<file path="src/verilog/sleep_wake_pkg.sv">
// constants, register map and state types of the sleep and wake control
`default_nettype none
package sleep_wake_pkg;

   // apb register byte addresses
   localparam logic [7:0] ctrl_addr   = 8'h00;
   localparam logic [7:0] flag_addr   = 8'h04;
   localparam logic [7:0] status_addr = 8'h08;
   localparam logic [7:0] wdt_addr    = 8'h0c;

   // control register fields
   localparam int ctrl_gie_bit     = 0;
   localparam int ctrl_ie_lsb      = 1;
   localparam int ctrl_crystal_bit = 5;
   localparam int ctrl_wdt_en_bit  = 6;
   localparam int ctrl_ps_lsb      = 7;

   // status register fields
   localparam int stat_timeout_bit   = 0;
   localparam int stat_powerdown_bit = 1;
   localparam int stat_sleeping_bit  = 2;
   localparam int stat_skipped_bit   = 3;

   // reset values
   localparam logic [9:0] ctrl_reset    = 10'h040;
   localparam logic       timeout_reset = 1'b1;
   localparam logic       pd_reset      = 1'b1;

   // timing: core clock and watchdog period
   localparam int clk_period_ns   = 100;
   localparam int wdt_period_ns   = 18000000;
   localparam int wdt_period_cyc  = wdt_period_ns / clk_period_ns;
   localparam int ost_cycles      = 1024;

   localparam int num_sources = 4;

   typedef enum logic [1:0] {awake, asleep, osc_wait, waking} phase_type;

   typedef struct packed {
      phase_type                phase;
      logic                     global_interrupt_enable;
      logic [num_sources-1:0]   enable;
      logic                     crystal;
      logic                     wdt_en;
      logic [2:0]               ps_sel;
      logic [num_sources-1:0]   flag;
      logic                     timeout_status_flag;
      logic                     powerdown_status_flag;
      logic                     skipped;
      logic [17:0]              watchdog_counter;
      logic [7:0]               postscaler;
      logic [10:0]              ost_count;
      logic                     pready;
      logic                     pslverr;
      logic [31:0]              prdata;
      logic                     prefetch;
      logic                     resume;
      logic                     vector_req;
      logic                     wdt_reset;
      logic                     core_hold;
   } state_type;

endpackage
`default_nettype wire

</file>
<file path="src/verilog/sleep_wake_interrupt_control.sv">
// sleep instruction handling, wake-up sequencing and watchdog with apb access
//
// Function
// - pending means enabled flag set, global enable clear
// - pending before sleep makes sleep a no-op
// - skipped sleep keeps watchdog, postscaler, status flags
// - pending during sleep: finish sleep, wake at once (rc) or after the 1024-cycle start-up wait (crystal)
// - real sleep clears watchdog, sets timeout, clears powerdown
// - powerdown flag stays set after skipped sleep
// - wake resumes next instruction, vectors if enabled
// - sleep prefetches next sequential instruction
`timescale 1ns/1ps
`default_nettype none
module sleep_wake_interrupt_control
   import sleep_wake_pkg::*;
#(
   parameter int wdt_cycles = wdt_period_cyc
)
(
   input  wire logic                   pclk,
   input  wire logic                   presetn,
   input  wire logic                   psel,
   input  wire logic                   penable,
   input  wire logic                   pwrite,
   input  wire logic [7:0]             paddr,
   input  wire logic [31:0]            pwdata,
   input  wire logic [3:0]             pstrb,
   output logic                        pready,
   output logic                        pslverr,
   output logic [31:0]                 prdata,
   input  wire logic [num_sources-1:0] irq_event,
   input  wire logic                   sleep_exec,
   input  wire logic                   clrwdt_exec,
   output logic                        prefetch_next,
   output logic                        resume_next,
   output logic                        branch_vector,
   output logic                        watchdog_reset,
   output logic                        core_hold
);

   state_type s;
   state_type next_s;

   logic wake_cond;
   logic nop_cond;
   logic wdt_wrap;
   logic wdt_timeout;
   logic wr_take;
   logic rd_start;

   // divide ratio of the postscaler as a terminal count
   function automatic logic [7:0] ps_limit(input logic [2:0] sel);
      logic [7:0] one_hot;
      one_hot = 8'h01 << sel;
      return one_hot - 8'h01;
   endfunction

   // read mux of the register file
   function automatic logic [31:0] read_reg(input logic [7:0] a,
                                            input state_type st);
      logic [31:0] v;
      v = 32'h0;
      if (a == ctrl_addr)
      begin
         v[ctrl_gie_bit] = st.global_interrupt_enable;
         v[ctrl_ie_lsb +: num_sources] = st.enable;
         v[ctrl_crystal_bit] = st.crystal;
         v[ctrl_wdt_en_bit] = st.wdt_en;
         v[ctrl_ps_lsb +: 3] = st.ps_sel;
      end
      else if (a == flag_addr)
      begin
         v[num_sources-1:0] = st.flag;
      end
      else if (a == status_addr)
      begin
         v[stat_timeout_bit] = st.timeout_status_flag;
         v[stat_powerdown_bit] = st.powerdown_status_flag;
         v[stat_sleeping_bit] = (st.phase != awake);
         v[stat_skipped_bit] = st.skipped;
      end
      else if (a == wdt_addr)
      begin
         v[17:0] = st.watchdog_counter;
      end
      return v;
   endfunction

   function automatic logic mapped(input logic [7:0] a);
      return (a == ctrl_addr) || (a == flag_addr) ||
             (a == status_addr) || (a == wdt_addr);
   endfunction

   // any enabled source flagged wakes the core
   assign wake_cond = |(s.enable & s.flag);
   // same condition with interrupts globally off skips the sleep
   assign nop_cond = wake_cond && !s.global_interrupt_enable;

   assign wdt_wrap = s.wdt_en &&
                     (s.watchdog_counter == 18'(wdt_cycles - 1));
   assign wdt_timeout = wdt_wrap && (s.postscaler == ps_limit(s.ps_sel));

   // access phase: one wait state, write lands on the pready edge
   assign rd_start = psel && penable && !s.pready;
   assign wr_take = psel && penable && s.pready && pwrite;

   always_comb
   begin
      next_s = s;
      next_s.prefetch = 1'b0;
      next_s.resume = 1'b0;
      next_s.vector_req = 1'b0;
      next_s.wdt_reset = 1'b0;

      // apb handshake
      next_s.pready = rd_start;
      next_s.pslverr = rd_start && !mapped(paddr);
      if (rd_start && !pwrite)
      begin
         next_s.prdata = read_reg(paddr, s);
      end
      else if (rd_start)
      begin
         next_s.prdata = 32'h0;
      end

      // flags: sources set, software writes one to clear, set wins
      next_s.flag = s.flag;
      if (wr_take && (paddr == flag_addr) && pstrb[0])
      begin
         next_s.flag = s.flag & ~pwdata[num_sources-1:0];
      end
      next_s.flag = next_s.flag | irq_event;

      if (wr_take && (paddr == ctrl_addr))
      begin
         if (pstrb[0])
         begin
            next_s.global_interrupt_enable = pwdata[ctrl_gie_bit];
            next_s.enable = pwdata[ctrl_ie_lsb +: num_sources];
            next_s.crystal = pwdata[ctrl_crystal_bit];
            next_s.wdt_en = pwdata[ctrl_wdt_en_bit];
            next_s.ps_sel[0] = pwdata[ctrl_ps_lsb];
         end
         if (pstrb[1])
         begin
            next_s.ps_sel[2:1] = pwdata[ctrl_ps_lsb+2:ctrl_ps_lsb+1];
         end
      end

      // watchdog runs in every phase
      if (s.wdt_en)
      begin
         next_s.watchdog_counter = wdt_wrap ? 18'h0 :
                                   s.watchdog_counter + 18'h1;
         if (wdt_wrap)
         begin
            next_s.postscaler = wdt_timeout ? 8'h0 :
                                s.postscaler + 8'h1;
         end
      end
      if (wdt_timeout)
      begin
         next_s.timeout_status_flag = 1'b0;
         next_s.wdt_reset = (s.phase == awake);
      end

      if (clrwdt_exec && (s.phase == awake))
      begin
         next_s.watchdog_counter = 18'h0;
         next_s.postscaler = 8'h0;
         next_s.timeout_status_flag = 1'b1;
         next_s.powerdown_status_flag = 1'b1;
      end

      case (s.phase)
         awake:
         begin
            if (sleep_exec)
            begin
               next_s.prefetch = 1'b1;
               if (nop_cond)
               begin
                  // counts and flags untouched, pd stays set
                  next_s.skipped = 1'b1;
               end
               else
               begin
                  next_s.skipped = 1'b0;
                  next_s.watchdog_counter = 18'h0;
                  next_s.postscaler = 8'h0;
                  next_s.timeout_status_flag = 1'b1;
                  next_s.powerdown_status_flag = 1'b0;
                  next_s.core_hold = 1'b1;
                  next_s.phase = asleep;
               end
            end
         end
         asleep:
         begin
            // sleep already complete: leave on the first pending cycle
            if (wake_cond || wdt_timeout)
            begin
               next_s.ost_count = 11'h0;
               next_s.phase = s.crystal ? osc_wait : waking;
            end
         end
         osc_wait:
         begin
            next_s.ost_count = s.ost_count + 11'h1;
            if (s.ost_count == 11'(ost_cycles - 1))
            begin
               next_s.phase = waking;
            end
         end
         waking:
         begin
            // prefetched instruction runs first, then the vector
            next_s.resume = 1'b1;
            next_s.vector_req = s.global_interrupt_enable;
            next_s.core_hold = 1'b0;
            next_s.phase = awake;
         end
         default:
         begin
            next_s.phase = awake;
         end
      endcase
   end

   always_ff @(posedge pclk or negedge presetn)
   begin
      if (!presetn)
      begin
         s <= '0;
         s.phase <= awake;
         s.global_interrupt_enable <= ctrl_reset[ctrl_gie_bit];
         s.enable <= ctrl_reset[ctrl_ie_lsb +: num_sources];
         s.crystal <= ctrl_reset[ctrl_crystal_bit];
         s.wdt_en <= ctrl_reset[ctrl_wdt_en_bit];
         s.ps_sel <= ctrl_reset[ctrl_ps_lsb +: 3];
         s.timeout_status_flag <= timeout_reset;
         s.powerdown_status_flag <= pd_reset;
      end
      else
      begin
         s <= next_s;
      end
   end

   assign pready = s.pready;
   assign pslverr = s.pslverr;
   assign prdata = s.prdata;
   assign prefetch_next = s.prefetch;
   assign resume_next = s.resume;
   assign branch_vector = s.vector_req;
   assign watchdog_reset = s.wdt_reset;
   assign core_hold = s.core_hold;
endmodule
`default_nettype wire

</file>
<file path="config.mk">
export PLATFORM = sky130hd
export DESIGN_NAME = sleep_wake_interrupt_control
export DESIGN_NICKNAME = d
export VERILOG_FILES = /design/src/verilog/sleep_wake_pkg.sv /design/src/verilog/sleep_wake_interrupt_control.sv
export SDC_FILE = /design/constraint.sdc
export NUM_CORES = 1
export LEC_CHECK = 0
export ABC_AREA = 0
export BUFFER_PORTS_ARGS = -buffer_cell sky130_fd_sc_hd__buf_2
export CAP_MARGIN = 20
export CORE_AREA = 2 2 114 105
export DETAILED_ROUTE_END_ITERATION = 8
export DIE_AREA = 0 0 116 107
export PLACE_DENSITY = 0.7
export SYNTH_ARGS = -nofsm -noshare
export SYNTH_HDL_FRONTEND = slang
export SYNTH_SLANG_ARGS = --single-unit
</file>
<file path="constraint.sdc">
create_clock -name pclk -period 5.81 [get_ports pclk]
set_clock_uncertainty 0.1 [all_clocks]
set_input_delay 1.162 -clock pclk [delete_from_list [all_inputs] [get_ports pclk]]
set_output_delay 1.162 -clock pclk [all_outputs]
set_load 0.01 [all_outputs]
</file>
==> results of run 1 <==
## layout make-up
type | instances | area share [%]
clock buffer | 12 | 5.42
tap | 156 | 3.97
timing repair buffer | 56 | 6.21
inverter | 8 | 0.611
sequential | 81 | 41.3
clock inverter | 2 | 0.764
multi-input combinational | 317 | 41.7
## cells by family after synthesis
logic type / after synthesis / share of synthesized area, %
other cells: 1 / 0.0857
compound gates: 80 / 14.0
fa+ha+maj: 8 / 2.29
mux: 18 / 4.46
xor+xnor: 23 / 4.61
flops: 81 / 46.4
simple gates: 174 / 20.2
buf+inv: 57 / 7.87
## layer usage
metal / wire length, µm / track usage, %
met1: 4320 / 20.4
met2: 4630 / 25.4
met3: 447 / 4.01
met4: 107 / 5.70
met5: 0 / 0
## sequential cells by signal, indices dropped and copies added (netlist names)
name	flops
branch_vector	1
prefetch_next	1
pslverr	1
watchdog_reset	1
pready	1
resume_next	1
prdata	18
core_hold	1
s	56
## worst max-delay path, stage by stage, from the launching register on
cell	delay, ns
dfrtp_1	0.54
or3_1	0.43
ha_1	0.27
nor3b_1	0.19
a311oi_1	0.40
o2111a_1	0.28
a31o_4	0.29
o21ai_2	0.20
a221o_1	0.41
## layout by cell type, fill, tap and decap left out, types with 7 or more instances in the layout
master and count:
nor2_1 40, mux2_2 12, nand4_1 9, a22o_1 10, xor2_1 17, nand2_1 46, a21oi_1 16, or3_1 7
clkbuf_16 9, ha_1 8, nor3b_1 9, and3_1 17, a22oi_1 8, inv_1 8, conb_1 14, a221o_1 9
dfrtp_1 78, nor3_1 9, o21ai_0 13, buf_2 54, nand3_1 13
## worst max path at each step
stage                 startpoint                end  slack (ns)  depth (start not counted)
2_1_floorplan  s[85]$_DFFE_PN0P_  s[42]$_DFFE_PN0P_        2.90                         10
3_3_place_gp            paddr[1]  s[90]$_DFFE_PN0P_        2.57                          6
3_5_place_dp            paddr[1]  s[92]$_DFFE_PN0P_        2.53                          6
4_1_cts        s[85]$_DFFE_PN0P_  s[46]$_DFFE_PN0P_        2.58                          8
5_1_grt        s[85]$_DFFE_PN0P_  s[47]$_DFFE_PN0P_        2.37                          8
6_report       s[85]$_DFFE_PN0P_  s[46]$_DFFE_PN0P_        2.57                          8
## through the flow
step | hold slack (ns) | utilization (%)
2_1_floorplan | 0.339 | -
3_3_place_gp | 0.348 | 40.9
3_5_place_dp | 0.355 | 40.9
4_1_cts | 0.368 | 43.6
5_1_grt | 0.386 | 43.9
6_report | 0.365 | 43.9
## power by group through the flow
stage          sequential, µW  clock [µW]  combinational (µW)
2_1_floorplan             632           0                 216
3_3_place_gp              630           0                 272
3_5_place_dp              631           0                 282
4_1_cts                   621         587                 284
5_1_grt                   626         614                 321
6_report                  622         578                 286
==> results.yml, run 1 <==
floorplan:
  dieArea_um2: 12400
  io_pins: 94
  design.core.area_um2: 11200
  initial_utilization_pct: 39.0
  rows: 37
  die_h_um: 107
  die_w_um: 116
logic_synthesis:
  mappedNetlistArea_um2: 4370
  yosysTopAreaCell: "dfrtp_1"
  async_flop_share_pct: 100
  ys_types: 50
  synth_top_area_share_pct: 44.6
  syn_area_per_cell_um2: 9.90
  ys_seq_elements: 81
  yosys-top-cells-count: "78 x dfrtp_1, 46 x nand2_1, 40 x nor2_1"
  synth_warnings: 0
  ys.flop_type: "dfrtp_1"
  synthCells: 442
  synth_seq_area_share_pct: 46.4
  synth.area.top_cells: "dfrtp_1 45%, buf_4 5.5%, nand2_1 3.9%, nor2_1 3.4%, xor2_1 3.4%"
  synth_edf_count: 0
  yosysMostFrequentCell: "dfrtp_1"
critical_path:
  reg2reg_depth: 8
  crit_arrival_ns: 3.36
  required_ns: 5.93
  critPathKind: "flip-flop to flip-flop"
  rrSetupSlack_ns: 2.57
  r2r_start: "s[85]$_DFFE_PN0P_"
  r2r_end: "s[46]$_DFFE_PN0P_"
  crit_path_max_fanout: 15
  critPathLaunchType: "flip-flop"
  cp-end-kind: "flip-flop"
global_routing:
  grt_use_total_pct: 15.7
  grt_start_max_net_pins: 82
  antenna_found_initial: 0
  globalRoute.totalOverflow: 0
  grt_pass1_vias: 3102
  grt_first_pass_wirelength_um: 15300
detailed_routing:
  vias: 3352
  final_antenna_net_count: 0
  drtIter0Drc: 293
  drt-total-wl_um: 9500
  first_pass_iters: 4
  viasPerCell: 5.30
  wire_per_inst_um: 15.0
  drc_errors: 0
sta:
  grt_setup_unrepaired: "false"
  finalCritPeriodShare_pct: 55.7
  report.final.slew_viol_count: 0
  timing.fmax_mhz: 309
  fin_setup_tns_ns: 0
  hold_viol_final: 0
  layout_setup_ws_ns: 2.57
  timing.slew.headroom_pct: 33.2
  setup_violations: 0
  tightestPinTransition_ns: 1.00
  fin_crit_ns: 3.24
clock_tree:
  clkTransAtPathRegs_ns: 0.06
  postCtsSetupBuffers: 0
  clkSinkCount: 81
  clock_path_buffers: 2
  htreeDepth: 3
  numCtsBuffers: 9
  cts_tree: "built"
  cts-hold-fix-buffers: 0
  clock_latency_ns: 0.34
  clockRootBuffer: "clkbuf_16"
  cts.repair.resized: 0
placement:
  routabilityCongestion: 0.795
  dpl_cell_area_um2: 4580
  portBuffers: 55
  dp_cells: 617
  post-place-ws_ns: 2.53
  place_hpwl_um: 6540
power:
  clkPwrFrac_pct: 38.9
  seqPwrFrac_pct: 41.8
  swShare_pct: 28.3
  p_leak_uw: 0.00236
  netSwitchingPower_uw: 421
  power.total_uw: 1490
  combPwrFrac_pct: 19.3
  peakVddDrop_mv: 0.152
  powerDensity_nw_per_um2: 303
  internal_power_uw: 1070
final_layout:
  regArea_um2: 2030
  fin_cells: 632
  drive_above_1_share_pct: 20.0
  stdcell_area_um2: 4910
  fill_cells: 1085
  syn2layout_area_growth_pct: 12.3
  multi_input_area_um2: 2050
  n_antenna_cell: 0
  nNetsFinal: 536
worst_hold_path:
  min_to: "prdata[1]$_DFFE_PN0P_"
  min_from: "prdata[1]$_DFFE_PN0P_"
  hold-path-cell-count: 2
  hold_path.class: "flip-flop to flip-flop"
run:
  drv_cap: 0
outcome:
  status: "finished, final reports clean"
Power figures use the tool's default switching activity.
==> run 2, diff against run 1 <==
--- a/config.mk
+++ b/config.mk
@@ -5,12 +5,12 @@
 export SDC_FILE = /design/constraint.sdc
 export NUM_CORES = 1
 export LEC_CHECK = 0
-export ABC_AREA = 0
+export ABC_AREA = 1
 export BUFFER_PORTS_ARGS = -buffer_cell sky130_fd_sc_hd__buf_2
 export CAP_MARGIN = 20
-export CORE_AREA = 2 2 114 105
+export CORE_AREA = 2 2 117 108
 export DETAILED_ROUTE_END_ITERATION = 8
-export DIE_AREA = 0 0 116 107
+export DIE_AREA = 0 0 119 110
 export PLACE_DENSITY = 0.7
 export SYNTH_ARGS = -nofsm -noshare
 export SYNTH_HDL_FRONTEND = slang
==> constraint.sdc (replaced) <==
create_clock -name pclk -period 3.35 [get_ports pclk]
set_clock_uncertainty 0.1 [all_clocks]
set_input_delay 0.67 -clock pclk [delete_from_list [all_inputs] [get_ports pclk]]
set_output_delay 0.67 -clock pclk [all_outputs]
set_load 0.01 [all_outputs]
==> results.yml, run 2 <==
sta:
  setup_violations: 0
  fin_setup_tns_ns: 0
  timing.fmax_mhz: 408
  hold_viol_final: 0
  report.final.slew_viol_count: 0
  layout_setup_ws_ns: 0.901
  finalCritPeriodShare_pct: 73.1
  fin_crit_ns: 2.45
  grt_setup_unrepaired: "false"
  holdWs_ns: 0.169
clock_tree:
  cts.repair.resized: 0
  numCtsBuffers: 9
  clock_path_buffers: 2
  postCtsSetupBuffers: 0
  clkSinkCount: 81
  clock_latency_ns: 0.34
  clkTransAtPathRegs_ns: 0.06
  clockRootBuffer: "clkbuf_16"
  htreeDepth: 3
  cts-hold-fix-buffers: 0
  cts_tree: "built"
floorplan:
  initial_utilization_pct: 39.3
  dieArea_um2: 13100
  die_w_um: 119
  io_pins: 94
  design.core.area_um2: 11800
  die_h_um: 110
  rows: 38
logic_synthesis:
  synthCells: 598
  ys_types: 41
  yosys-top-cells-count: "145 x nand2_1, 78 x dfrtp_1, 67 x inv_1"
  mappedNetlistArea_um2: 4650
  syn_area_per_cell_um2: 7.78
  synth_top_area_share_pct: 42.0
  yosysTopAreaCell: "dfrtp_1"
  yosysMostFrequentCell: "nand2_1"
  synth_seq_area_share_pct: 43.7
  synth_edf_count: 0
  ys_seq_elements: 81
  synth_warnings: 0
  synth.area.top_cells: "dfrtp_1 42%, nand2_1 12%, inv_1 5.4%, buf_4 5.3%, nor2_1 5.1%"
  ys.flop_type: "dfrtp_1"
  async_flop_share_pct: 100
global_routing:
  grt_use_total_pct: 17.2
  grtUsageMet3_pct: 3.96
  grt_start_max_net_pins: 82
  top_usage_layer: "met2"
  antenna_found_initial: 0
  grt_pass1_vias: 3949
  globalRoute.totalOverflow: 0
  grt_util_met1_pct: 21.5
  grt_first_pass_wirelength_um: 18100
  met2_usage_pct: 29.5
placement:
  routabilityCongestion: 0.856
  dp_cells: 787
  portBuffers: 55
  place_hpwl_um: 7680
  post-place-ws_ns: 0.970
detailed_routing:
  drtIter0Drc: 386
  viasPerCell: 4.99
  vias: 4010
  drc_errors: 0
  drt-total-wl_um: 10500
  first_pass_iters: 5
  final_antenna_net_count: 0
  wire_per_inst_um: 13.1
final_layout:
  syn2layout_area_growth_pct: 13.9
  mostFrequentLayoutCell: "nand2_1"
  drive_above_1_share_pct: 19.1
  largest_reg_flops: 56
  n_antenna_cell: 0
  fill_cells: 1171
  nNetsFinal: 702
  regMostFlops: "s"
  fin_cells: 804
  mostFrequentLayoutCells: "145 x nand2_1, 78 x dfrtp_1, 67 x inv_1, 63 x nor2_1, 54 x buf_2"
critical_path:
  required_ns: 3.52
  crit_arrival_ns: 2.61
  critPathLaunchType: "flip-flop"
  cp-end-kind: "flip-flop"
  critPathKind: "flip-flop to flip-flop"
  crit_path_max_fanout: 19
power:
  peakVddDrop_mv: 0.245
  p_leak_uw: 0.00262
  powerDensity_nw_per_um2: 536
  power.total_uw: 2840
run:
  drv_cap: 0
outcome:
  status: "finished, final reports clean"
worst_hold_path:
  hold_path.class: "input port to asynchronous set/reset pin"
run 2: path summary, 6_finish.rpt:
kind	start	end	slack, ns	cells past startpoint
worst max-delay path	s[85]$_DFFE_PN0P_	s[48]$_DFFE_PN0P_	0.90	16
worst min register to register	s[78]$_DFF_PN1_	s[78]$_DFF_PN1_	0.37	2
worst max register to register	s[85]$_DFFE_PN0P_	s[48]$_DFFE_PN0P_	0.90	16
max in group asynchronous	presetn	s[86]$_DFFE_PN1P_	2.34	2
min in group pclk	s[78]$_DFF_PN1_	s[78]$_DFF_PN1_	0.37	2
worst min-delay path	presetn	prdata[5]$_DFFE_PN0P_	0.17	1
run 2: critical path: stages (launching register included):
cell     delay, ns
dfrtp_1       0.45
nor2_1        0.23
nand2_1       0.13
ha_1          0.30
inv_1         0.12
nand2_1       0.06
nand2_1       0.06
nand2_1       0.06
nand2_1       0.07
nor2_1        0.04
nand2_1       0.09
inv_2         0.06
nand3_4       0.12
nand2_4       0.09
nand2_4       0.23
nand2_1       0.10
o21ai_2       0.07
run 2: layer usage:
metal | share of wire, % | vias up | wire length (µm)
met5 | 0 | - | 0
met4 | 1.4 | 0 | 151
met3 | 4.7 | 18 | 493
met2 | 48 | 114 | 5040
met1 | 46 | 1927 | 4860
li1 | - | 1951 | -
run 2: final cells by class:
class | instances | area (µm²) | share of cell area [%]
sequential | 81 | 2030 | 38.4
multi-input combinational | 412 | 2090 | 39.4
clock buffer | 10 | 229 | 4.32
timing repair buffer | 58 | 320 | 6.05
clock inverter | 6 | 138 | 2.60
tap | 160 | 200 | 3.78
inverter | 77 | 289 | 5.46
run 2: logic make-up after synthesis:
group           share of synthesized area, %
fa+ha+maj                               2.15
flops                                   43.7
other cells                           0.0807
buf+inv                                 12.5
xor+xnor                                1.88
simple gates                            29.0
compound gates                          10.8
run 2: stage by stage:
| stage | utilization (%) | instance area, µm² |
|---|---|---|
| final | 44.7 | 5300 |
| after global routing | 44.7 | 5300 |
| after CTS | 44.5 | 5270 |
| after detailed placement | 41.4 | 4900 |
| after global placement | 41.4 | 4900 |
| after floorplan | - | 4700 |
run 2: power by group:
group | switching (µW) | internal [µW]
Clock | 407 | 808
Combinational | 365 | 156
Sequential | 62.5 | 1040
Total | 835 | 2000
==> run 3, diff against run 2 <==
==> constraint.sdc (replaced) <==
create_clock -name pclk -period 2.5 [get_ports pclk]
set_clock_uncertainty 0.1 [all_clocks]
set_input_delay 0.5 -clock pclk [delete_from_list [all_inputs] [get_ports pclk]]
set_output_delay 0.5 -clock pclk [all_outputs]
set_load 0.01 [all_outputs]
==> results.yml, run 3 (synthesis gave the netlist of run 2 again) <==
sta:
  report.final.slew_viol_count: 0
  hold_viol_final: 0
  fin_crit_ns: 2.26
  fin_setup_tns_ns: 0
  timing.fmax_mhz: 443
  grt_setup_unrepaired: "false"
  setup_violations: 0
  tightestPinTransition_ns: 0.619
  timing.slew.headroom_pct: 58.4
  finalCritPeriodShare_pct: 90.3
final_layout:
  nNetsFinal: 706
  syn2layout_area_growth_pct: 13.2
  mostFrequentLayoutCell: "nand2_1"
  regMostFlops: "s"
  mostFrequentLayoutCells: "145 x nand2_1, 77 x dfrtp_1, 67 x inv_1, 62 x nor2_1, 54 x buf_2"
  n_antenna_cell: 0
  drive_above_1_share_pct: 20.1
  largest_reg_flops: 56
  final_util_pct: 44.5
detailed_routing:
  drc_errors: 0
  viasPerCell: 4.90
  drt-total-wl_um: 10100
  drtIter0Drc: 292
  vias: 3963
  wire_per_inst_um: 12.5
  final_antenna_net_count: 0
  first_pass_iters: 5
placement:
  place_hpwl_um: 7680
  portBuffers: 55
  routabilityCongestion: 0.854
critical_path:
  r2r_start: "s[83]$_DFFE_PN0P_"
  rrSetupSlack_ns: 0.24
  r2r_end: "s[43]$_DFFE_PN0P_"
  required_ns: 2.62
  crit_path_max_fanout: 19
  slowest_stage: "dfrtp_1"
  critPathLaunchType: "flip-flop"
  critPathKind: "flip-flop to flip-flop"
  slowest_delay_ns: 0.41
  worstPathCellList: "inv_2 > nand2_1 > ha_2 > inv_1 > nand2_1 > nand2_1 > nor2_1 > nand2_1 > nor2_1 > nand2_1 > inv_2 > nand3_4 > nand2_8 > nand2_8 > nand2_1 > o21ai_2"
  cp-end-kind: "flip-flop"
  reg2reg_depth: 16
  crit_arrival_ns: 2.38
  crit_top_cell: "nand2_1"
global_routing:
  antenna_found_initial: 0
  grt_use_total_pct: 16.0
  grt_start_max_net_pins: 43
  grt_pass1_vias: 3726
  globalRoute.totalOverflow: 0
  grt_first_pass_wirelength_um: 17000
worst_hold_path:
  hold_path.class: "input port to flip-flop"
  min_from: "irq_event[3]"
  min_to: "s[82]$_DFF_PN0_"
  hold-path-cell-count: 3
clock_tree:
  clkTransAtPathRegs_ns: 0.07
  numCtsBuffers: 9
  clock_path_buffers: 2
  htreeDepth: 3
  postCtsSetupBuffers: 0
  clock_latency_ns: 0.34
  cts_tree: "built"
  clkSinkCount: 81
  clockRootBuffer: "clkbuf_16"
outcome:
  status: "finished, final reports clean"
power:
  peakVddDrop_mv: 0.322
  powerDensity_nw_per_um2: 655
  p_leak_uw: 0.00260
run:
  drv_cap: 0
floorplan:
  io_pins: 94
  design.core.area_um2: 11800
  dieArea_um2: 13100
  die_w_um: 119
  initial_utilization_pct: 39.3
  rows: 38
  die_h_um: 110
==> run 3: changes by cell type in the layout (fill, tap and decap cells not counted), sizes merged <==
cell,change
bufinv,-4
clkinvlp,+2
buf,+3
dlygate4sd3,+1
inv,+2
==> run 3: per-stage QoR <==
| stage | setup WS (ns) | area (µm²) | cells | power (µW) | hold WS [ns] |
|---|---|---|---|---|---|
| 3_5_place_dp | 0.183 | 4940 | 791 | 2180 | 0.294 |
| 2_1_floorplan | 0.370 | 4700 | 611 | 2020 | 0.104 |
| 4_1_cts | 0.174 | 5240 | 808 | 3470 | 0.240 |
| 5_1_grt | 0.0127 | 5270 | 808 | 3620 | 0.246 |
| 6_report | 0.242 | 5270 | 808 | 3450 | 0.243 |
| 3_3_place_gp | 0.202 | 4940 | 791 | 2150 | 0.287 |
==> run 3: what timing repair did <==
| action | CTS | global route |
|---|---|---|
| setup endpoints to repair | 0 | 11 |
| hold buffers | 1 | 0 |
| gates resized for setup | 0 | 5 |
| endpoints found under the hold margin | 16 | 0 |
==> run 3: where the power goes <==
part	switching (µW)	internal (µW)	leakage [µW]	total [µW]
clock network	556	712	0.000137	1270
registers	82.9	1390	0.00105	1480
logic	480	223	0.00141	703
total	1120	2330	0.00260	3450
==> run 3: how the worst max path moves through the flow <==
stage / from / end / cells past startpoint
final: s[83]$_DFFE_PN0P_ / s[43]$_DFFE_PN0P_ / 16
after global routing: s[83]$_DFFE_PN0P_ / s[43]$_DFFE_PN0P_ / 16
after CTS: s[84]$_DFFE_PN0P_ / s[43]$_DFFE_PN0P_ / 13
after detailed placement: s[84]$_DFFE_PN0P_ / s[48]$_DFFE_PN0P_ / 13
after global placement: s[84]$_DFFE_PN0P_ / s[44]$_DFFE_PN0P_ / 16
after floorplan: s[85]$_DFFE_PN0P_ / s[49]$_DFFE_PN0P_ / 17
==> run 3: cell type report <==
cell class	instances	area [µm²]
Fill cell	1149	6570
Multi-Input combinational cell	412	2110
Sequential cell	81	2030
Timing Repair Buffer	62	345
Inverter	77	289
Clock buffer	10	239
Tap cell	160	200
Clock inverter	6	48.8
==> run 3: metal layers <==
metal  vias to the layer above  global-route usage (%)  wire length (µm)
met3                         8                    3.86               492
met2                       101                    27.3              4740
met5                         -                       0                 0
met4                         0                    4.42                68
li1                       1969                       -                 -
met1                      1885                    20.4              4770
==> run 3: critical path: cells and delay by family, from the launching register on <==
family | cells | cell delay [ns]
buffers and inverters | 3 | 0.26
DFF | 1 | 0.41
adders and majority gates | 1 | 0.34
AOI/OAI and AO/OA | 1 | 0.05
and+or+nand+nor | 11 | 0.97
